## src/include/tst_params.svh

```systemverilog
`ifndef TST_PARAMS_SVH
`define TST_PARAMS_SVH
// -------------------------------------------------------------------------
// How it works
// - Own address with read acked reports A8; ack_enable low makes next byte last.
// - Lost arbitration then addressed for read reports B0; loading as for A8.
// - Data byte acked by master reports B8; next byte last or ordinary.
// - Data byte NACKed reports C0; after clear, return to not-addressed slave.
// - Last byte acked anyway reports C8; then not-addressed slave like C0.
// - General call address is recognised only while general call enable is set.
// - Status reads F8 whenever the done flag is clear.
// - START or STOP inside an address, data or acknowledge bit is a bus error.
// - A bus error sets the done flag with status 00.
// - Recovery enters not-addressed slave, clears only stop bit, lines released.
// - A repeated START keeps the bus with the master and restarts addressing.
// - Status code sits in bits 7..3; prescaler bits 1..0; bit 2 reads zero.
// - While the done flag is set the clock line is held low, except after a bus error, which releases it.
// - Own address is seven bits; general call enable selects address zero.
// -------------------------------------------------------------------------

// Status codes with the prescaler bits masked to zero
`define TST_ST_SLA_READ 8'ha8
`define TST_ST_ARB_READ 8'hb0
`define TST_ST_DATA_ACK 8'hb8
`define TST_ST_DATA_NACK 8'hc0
`define TST_ST_LAST_ACK 8'hc8
`define TST_ST_IDLE 8'hf8
`define TST_ST_BUS_ERR 8'h00
`define TST_STATUS_MASK 8'hf8

// Frame and buffer figures
`define TST_ADDR_BITS 4'h8
`define TST_LAST_DATA_BIT 4'h7
`define TST_BUF_DEPTH 2'h2
`define TST_GC_ADDR 7'h00

`endif

```

## src/include/tst_pkg.sv

```systemverilog
package tst_pkg;
  // Slave engine states
  typedef enum logic [3:0] {
    s_idle, s_addr, s_addr_ack, s_ignore, s_wait_load,
    s_tx, s_tx_ack, s_wait_end, s_bus_err
  } tst_state_t;
  typedef logic [7:0] tst_byte_t;
endpackage : tst_pkg

```

## src/core/tst_core.sv

```systemverilog
`timescale 1ns/1ns
`include "tst_params.svh"

module tst_core
  import tst_pkg::*;
(
  // Clock and reset
  input wire logic mclk,
  input wire logic rst_n,
  // Two-wire bus pins
  input wire logic scl_in,
  output logic scl_out,
  output logic scl_oe,
  input wire logic sda_in,
  output logic sda_out,
  output logic sda_oe,
  // Configuration levels
  input wire logic [6:0] own_slave_address,
  input wire logic general_call_enable,
  input wire logic ack_enable,
  input wire logic start_request,
  input wire logic [1:0] prescaler_field,
  input wire logic arb_lost_in_addr,
  // Control writes
  input wire logic sw_write,
  input wire logic sw_flag_clear,
  input wire logic sw_stop,
  // Transmit data stream
  input wire logic [7:0] tx_data,
  input wire logic tx_valid,
  output logic tx_ready,
  // Status
  output logic job_done_flag,
  output logic [7:0] serial_status_reg,
  output logic stop_request_bit,
  output logic start_pending
);

  // -----------------------------------------------------------------------
  // Bus line synchronisers and condition detection
  // -----------------------------------------------------------------------
  logic scl_meta, scl_sync, scl_prev;
  logic sda_meta, sda_sync, sda_prev;
  logic scl_rise, scl_fall, start_cond, stop_cond;

  // Two stages before use, a third stage only for edge detection
  always_ff @(posedge mclk or negedge rst_n) begin
    if (!rst_n) begin
      scl_meta <= 1'b1;
      scl_sync <= 1'b1;
      scl_prev <= 1'b1;
      sda_meta <= 1'b1;
      sda_sync <= 1'b1;
      sda_prev <= 1'b1;
    end else begin
      scl_meta <= scl_in;
      scl_sync <= scl_meta;
      scl_prev <= scl_sync;
      sda_meta <= sda_in;
      sda_sync <= sda_meta;
      sda_prev <= sda_sync;
    end
  end

  assign scl_rise = scl_sync & ~scl_prev;
  assign scl_fall = ~scl_sync & scl_prev;
  assign start_cond = scl_sync & scl_prev & sda_prev & ~sda_sync;
  assign stop_cond = scl_sync & scl_prev & ~sda_prev & sda_sync;

  // -----------------------------------------------------------------------
  // Two-entry transmit buffer
  // -----------------------------------------------------------------------
  tst_byte_t mem [2];
  logic wptr, rptr, next_wptr, next_rptr;
  logic [1:0] bcnt, next_bcnt;
  logic next_tx_ready, push, pop;
  tst_byte_t buf_head;

  // Ready is registered so software sees a clean stall when both are full
  always_comb begin
    push = tx_valid & tx_ready;
    next_wptr = wptr ^ push;
    next_rptr = rptr ^ pop;
    next_bcnt = bcnt + {1'b0, push} - {1'b0, pop};
    next_tx_ready = (next_bcnt != `TST_BUF_DEPTH);
    buf_head = mem[rptr];
  end

  always_ff @(posedge mclk or negedge rst_n) begin
    if (!rst_n) begin
      wptr <= 1'b0;
      rptr <= 1'b0;
      bcnt <= 2'h0;
      tx_ready <= 1'b0;
    end else begin
      wptr <= next_wptr;
      rptr <= next_rptr;
      bcnt <= next_bcnt;
      tx_ready <= next_tx_ready;
    end
  end

  // Storage needs no reset; the count guards every read
  always_ff @(posedge mclk) begin
    if (push) begin
      mem[wptr] <= tx_data;
    end
  end

  // -----------------------------------------------------------------------
  // Slave transmitter engine
  // -----------------------------------------------------------------------
  tst_state_t state, next_state;
  tst_byte_t shift, next_shift, code, next_code, next_status;
  logic [3:0] cnt, next_cnt;
  logic is_read, next_is_read, last, next_last;
  logic ack_seen, next_ack_seen, next_flag, next_sda_oe, next_scl_oe;
  logic next_stop_bit, next_start_pending;
  logic set_flag, bus_err, in_frame, flag_clr;

  // Address recognition, gated by ack_enable
  function automatic logic addr_hit(input logic [6:0] a, input logic rw,
                                    input logic [6:0] own, input logic gce,
                                    input logic en);
    addr_hit = en & ((a == own) |
               (gce & ~rw & (a == `TST_GC_ADDR)));
  endfunction : addr_hit

  always_comb begin
    next_state = state;
    next_shift = shift;
    next_cnt = cnt;
    next_is_read = is_read;
    next_last = last;
    next_ack_seen = ack_seen;
    next_code = code;
    next_sda_oe = sda_oe;
    next_scl_oe = scl_oe;
    next_stop_bit = stop_request_bit;
    next_start_pending = start_pending & start_request;
    set_flag = 1'b0;
    pop = 1'b0;
    flag_clr = sw_write & sw_flag_clear;
    in_frame = ((state == s_addr) && (cnt != 4'h0)) ||
               (state == s_addr_ack) || (state == s_tx) ||
               (state == s_tx_ack);
    bus_err = (start_cond | stop_cond) & in_frame;
    case (state)
      s_idle, s_ignore: begin
        // A repeated START re-enters addressing without losing the bus
        if (start_cond) begin
          next_state = s_addr;
          next_cnt = 4'h0;
        end else if (stop_cond) begin
          next_state = s_idle;
        end
      end
      s_addr: begin
        if (start_cond) begin
          next_cnt = 4'h0;
        end else if (stop_cond) begin
          next_state = s_idle;
        end else if (scl_rise) begin
          next_shift = {shift[6:0], sda_sync};
          next_cnt = cnt + 4'h1;
        end else if (scl_fall && cnt == `TST_ADDR_BITS) begin
          next_is_read = shift[0];
          if (addr_hit(shift[7:1], shift[0], own_slave_address,
                       general_call_enable, ack_enable)) begin
            next_sda_oe = 1'b1;
            next_state = s_addr_ack;
          end else begin
            next_state = s_ignore;
          end
        end
      end
      s_addr_ack: begin
        // Write direction belongs to the receiver path; stand aside
        if (scl_fall) begin
          next_sda_oe = 1'b0;
          if (is_read) begin
            set_flag = 1'b1;
            next_scl_oe = 1'b1;
            next_state = s_wait_load;
            next_code = arb_lost_in_addr ? `TST_ST_ARB_READ
                                         : `TST_ST_SLA_READ;
          end else begin
            next_state = s_ignore;
          end
        end
      end
      s_wait_load: begin
        // Clock stays low until the flag is cleared and a byte is there
        if (!job_done_flag && bcnt != 2'h0) begin
          pop = 1'b1;
          next_shift = buf_head;
          next_last = ~ack_enable;
          next_sda_oe = ~buf_head[7];
          next_cnt = 4'h0;
          next_scl_oe = 1'b0;
          next_state = s_tx;
        end
      end
      s_tx: begin
        if (scl_fall) begin
          if (cnt == `TST_LAST_DATA_BIT) begin
            next_sda_oe = 1'b0;
            next_state = s_tx_ack;
          end else begin
            next_shift = {shift[6:0], 1'b0};
            next_sda_oe = ~shift[6];
            next_cnt = cnt + 4'h1;
          end
        end
      end
      s_tx_ack: begin
        if (scl_rise) begin
          next_ack_seen = ~sda_sync;
        end else if (scl_fall) begin
          set_flag = 1'b1;
          next_scl_oe = 1'b1;
          if (!ack_seen) begin
            next_code = `TST_ST_DATA_NACK;
            next_state = s_wait_end;
          end else if (last) begin
            next_code = `TST_ST_LAST_ACK;
            next_state = s_wait_end;
          end else begin
            next_code = `TST_ST_DATA_ACK;
            next_state = s_wait_load;
          end
        end
      end
      s_wait_end: begin
        // Master that keeps clocking after C8 only sees released lines
        if (!job_done_flag) begin
          next_scl_oe = 1'b0;
          next_start_pending = start_request;
          next_state = s_idle;
        end
      end
      s_bus_err: begin
        // Only the stop bit is cleared; no STOP is driven
        if (!job_done_flag && stop_request_bit) begin
          next_stop_bit = 1'b0;
          next_state = s_idle;
        end
      end
      default: begin
        next_state = s_idle;
      end
    endcase
    if (bus_err) begin
      set_flag = 1'b1;
      next_code = `TST_ST_BUS_ERR;
      next_sda_oe = 1'b0;
      next_scl_oe = 1'b0;
      next_state = s_bus_err;
    end
    // Software set of the stop bit wins over the hardware clear
    if (sw_write && sw_stop) begin
      next_stop_bit = 1'b1;
    end
    // An event in the clearing cycle is kept
    next_flag = set_flag | (job_done_flag & ~flag_clr);
    next_status = (next_flag ? next_code : `TST_ST_IDLE) |
                  {6'h00, prescaler_field};
  end

  always_ff @(posedge mclk or negedge rst_n) begin
    if (!rst_n) begin
      state <= s_idle;
      shift <= 8'h00;
      cnt <= 4'h0;
      is_read <= 1'b0;
      last <= 1'b0;
      ack_seen <= 1'b0;
      code <= `TST_ST_IDLE;
      job_done_flag <= 1'b0;
      serial_status_reg <= `TST_ST_IDLE;
      sda_oe <= 1'b0;
      scl_oe <= 1'b0;
      stop_request_bit <= 1'b0;
      start_pending <= 1'b0;
      sda_out <= 1'b0;
      scl_out <= 1'b0;
    end else begin
      state <= next_state;
      shift <= next_shift;
      cnt <= next_cnt;
      is_read <= next_is_read;
      last <= next_last;
      ack_seen <= next_ack_seen;
      code <= next_code;
      job_done_flag <= next_flag;
      serial_status_reg <= next_status;
      sda_oe <= next_sda_oe;
      scl_oe <= next_scl_oe;
      stop_request_bit <= next_stop_bit;
      start_pending <= next_start_pending;
      sda_out <= 1'b0;
      scl_out <= 1'b0;
    end
  end
endmodule : tst_core

```

## config.mk

```make
export PLATFORM = sky130hd
export DESIGN_NAME = tst_core
export DESIGN_NICKNAME = d
export VERILOG_FILES = /design/src/include/tst_pkg.sv /design/src/core/tst_core.sv
export VERILOG_INCLUDE_DIRS = /design/src /design/src/include
export SDC_FILE = /design/constraint.sdc
export NUM_CORES = 1
export LEC_CHECK = 0
export BUFFER_PORTS_ARGS = -buffer_cell sky130_fd_sc_hd__buf_2
export CAP_MARGIN = 10
export CORE_ASPECT_RATIO = 1.4
export CORE_MARGIN = 2
export CORE_UTILIZATION = 55
export DETAILED_ROUTE_END_ITERATION = 12
export PLACE_DENSITY = 0.79
export SKIP_LAST_GASP = 1
export SLEW_MARGIN = 20
export SYNTH_ARGS = -nofsm -noshare
export SYNTH_HDL_FRONTEND = slang
export SYNTH_SLANG_ARGS = --single-unit
```

## constraint.sdc

```tcl
create_clock -name mclk -period 4.55 [get_ports mclk]
set_input_delay 0.6825 -clock mclk [delete_from_list [all_inputs] [get_ports mclk]]
set_output_delay 0.6825 -clock mclk [all_outputs]
set_load 0.02 [all_outputs]
```

==> metrics.md <==
| Metric | Value |
|---|---|
| Synth Flop Type | `dfrtp_1` |
| Share of layout cells above drive strength 1 | `0.2507` |
| Sequential fraction of design power | `0.449` |
| Core ar. | `5863 um2` |
| Synthesis-stage register bit count | `67` |
| Clock sinks | `67` |
| Yosys cell types | `61` |
| Non-Filler Instances | `421` |
| Dpl cell area | `roughly 3500 um2` |
| Fin. Hold Viols | `0` |
| Global route total overflow | `0` |
| Commonest non-fill, non-tap cell in the layout | `buf_2` |
| CP required | `4.78 ns` |
| Drt wl/cell | `roughly 16 um` |
| Vias in the first global route | `2394` |
| Via/cell ratio | `between 5 and 6` |
| Placed cell count | `between 400 and 500` |
| Worst setup SP type | `flip-flop` |
| Delay of the slowest critical-path stage | `0.83 ns` |
| RSZ-0062 raised after global routing | `false` |
| Number of flip-flops in the largest register | `16` |
| Ratio of final minimum period to clock period | `0.6249` |
| Cell-internal power | `1.298 mW` |
| Die area | `6736 um2` |
| Cell area power density | `514.1 nW/um2` |
| Crit path buffers/inverters | `1` |
| Sequential area share after synthesis | `0.5306` |
| Final Instance Area | `3764 um2` |
| Final worst path period need | `2.843 ns` |
| Pin count of the biggest net entering global routing | `52` |
| Setup Buffers After CTS | `0` |
| Fmax | `351.7 MHz` |
| Post-cts gate resize count | `0` |
| Post-Place Worst Slack | `1.755 ns` |
| Ys Warns | `0` |
| CP Class | `reg -> reg` |
| HP Class | `reg -> reg` |
| Most frequent cells in the layout | `buf_2, dfrtp_1, nand2_1, o21ai_0` |
| Placer congestion estimate | `0.8651` |
| Clock power share | `0.283` |
| Sw power | `around 640 uW` |
| Fin Clk Skew | `0.01202 ns` |
| Avg Cell Area, Syn | `10.87 um2` |
| Tot Pwr | `1.935 mW` |
| Switching Share | `0.3290` |
| Final slew viol count | `0` |
| Crit. End Element | `flip-flop` |
| Mapped Area | `3348 um2` |
| Largest Register | `mem` |
| DR pass1 iterations | `4` |
| Fillers | `491` |
| Initial Utilization | `0.5711` |
| Tot GR Track Use | `0.2116` |
| Final setup fails | `0` |
| Die Ht | `just under 100 um` |
| Comb pwr share | `0.269` |
| Input/output buffers | `42` |
| CP delay by family, top | `simple AND/OR/NAND/NOR gates` |
| Die W | `69.94 um` |
| First-pass GRT wire length | `10970 um` |
| Post-Synthesis Cells | `approximately 310` |
| CTS root buf | `clkbuf_8` |
| Ports | `between 40 and 50` |
| Post-route DRC | `0` |
| CTS tree | `yes` |
| Reg-to-reg critical path startpoint | `state[2]$_DFFE_PN0P_` |
| Final worst slack | `1.707 ns` |
| Worst Max-Slew Pin Slew | `0.7487 ns` |
| Number of synthesized flops with an enable pin | `16` |
| Register Area | `1777 um2` |
| Initial DRC count | `between 150 and 200` |
| Clk pin slew, worst setup/hold paths | `0.07 ns` |
| Hold-fix buffers, CTS | `0` |
| Area of the multi-input gates | `1410 um2` |
| # rows | `33` |
| Ys async rst share | `0.7612` |
| Nets | `381` |
| Diodes inserted | `0` |
| Detailed Route WL | `6743 um` |
| Status | `complete, no violations` |
| Clock Latency Late Sink | `0.35 ns` |
| Leakage | `1.590 nW` |
| DR vias | `~2.4k` |
| Worst path slowest cell | `dfrtp_1` |
| Slew HR | `0.5008` |
| CTS max path bufs | `2` |
| Area grow syn2layout | `12.41%` |
| Signal arrival time at the worst endpoint | `a little over 3 ns` |
| Hold wc startpoint | `sda_meta$_DFF_PN1_` |
| Max FO, Critical Path | `28` |
| Max IR drop VDD | `286.4 uV` |
| Worst path cell trace | `nand2b_1, or3_1, nor2_1, ha_1, inv_1, ha_1, xnor2_1, xnor2_1, nand2b_1` |
| Htree depth | `3` |
| DP Wirelength | `between 4000 and 5000 um` |
| Antenna Nets Post-Route | `0` |
| Crit path from | `state[2]$_DFFE_PN0P_` |
| Fin Setup TNS | `0 ns` |
| Max cap viols | `0` |
| Initial antenna violation count | `0` |
| CTS buffer count | `9` |
power groups by stage:
stage          clock (mW)  sequential, mW  combinational, mW
6_report            0.547           0.868              0.520
3_5_place_dp            0           0.876              0.517
4_1_cts             0.558           0.865              0.520
2_1_floorplan           0           0.846              0.419
3_3_place_gp            0           0.868              0.500
5_1_grt             0.578           0.884              0.578
metrics by stage:
stage,hold WS [ns],utilization
6_report,0.3556,0.6419
2_1_floorplan,0.3452,-
3_3_place_gp,0.3469,0.6046
3_5_place_dp,0.3473,0.6046
5_1_grt,0.3607,0.6419
4_1_cts,0.3570,0.6419
layout make-up:
type / count / share of cell area
tap: 70 / 0.02327
clock buffer: 12 / 0.03856
inverter: 14 / 0.01396
sequential: 67 / 0.4721
clock inverter: 4 / 0.01961
timing repair buffer: 43 / 0.05785
multi-input combinational: 211 / 0.3747
synth_stat cells, types with 3 or more instances:
master      n  area share
nand3b_1    3      0.0067
nor4_1      3      0.0056
edfxtp_1   16        0.14
dfstp_2    16        0.13
o2bb2ai_1   3      0.0078
o21ai_2     3      0.0078
or3_1       5      0.0093
xnor2_1     6       0.016
dfrtp_1    35        0.26
nand3_1     4      0.0060
a31oi_1     5      0.0093
xor2_1      5       0.013
nand4b_1    5       0.013
buf_2       3      0.0045
clkbuf_1    5      0.0056
nor2_1     14       0.016
nand2b_1    8       0.015
nand2_1    29       0.033
nor2b_1     4      0.0075
ha_1        6       0.022
mux2i_1    11       0.033
buf_4       6       0.013
buf_6       3       0.010
nor3_1      6      0.0090
a21o_1      3      0.0067
and3_1      3      0.0056
o21ai_0    29       0.043
a211oi_1    3      0.0067
and2_1      6       0.011
inv_1      14       0.016
a21oi_1     7       0.010
worst register-to-register path: stages (launching register included):
cell and delay, ns:
dfrtp_1 0.83, nand2b_1 0.35, or3_1 0.40, nor2_1 0.29
ha_1 0.29, inv_1 0.05, ha_1 0.14, xnor2_1 0.13
xnor2_1 0.18, nand2b_1 0.08
layer usage:
metal | GRT usage | up-vias | wire [um]
met4 | 0.1138 | 0 | 170
met5 | 0 | - | 0
li1 | - | 1171 | -
met2 | 0.3786 | 67 | 3655
met3 | 0.04398 | 20 | 301
met1 | 0.2372 | 1183 | 2615
path summary, 6_finish.rpt:
path | end | slack, ns | cells past startpoint
max | tx_ready$_DFF_PN0_ | 1.71 | 9
min | sda_sync$_DFF_PN1_ | 0.36 | 0
max reg2reg | tx_ready$_DFF_PN0_ | 1.71 | 9
min reg2reg | sda_sync$_DFF_PN1_ | 0.36 | 0
max in group asynchronous | serial_status_reg[0]$_DFF_PN0_ | 3.70 | 2
min in group asynchronous | cnt[1]$_DFFE_PN0P_ | 0.43 | 2
cell families after synthesis:
group / count (synthesis) / share of synthesized area
compound gates: 72 / 0.1454
xor+xnor: 11 / 0.02877
fa+ha+maj: 7 / 0.02541
buf+inv: 31 / 0.04932
flops: 67 / 0.5306
mux: 13 / 0.04073
other cells: 1 / 0.001120
simple gates: 106 / 0.1786
(Power assumes the default switching activity.)
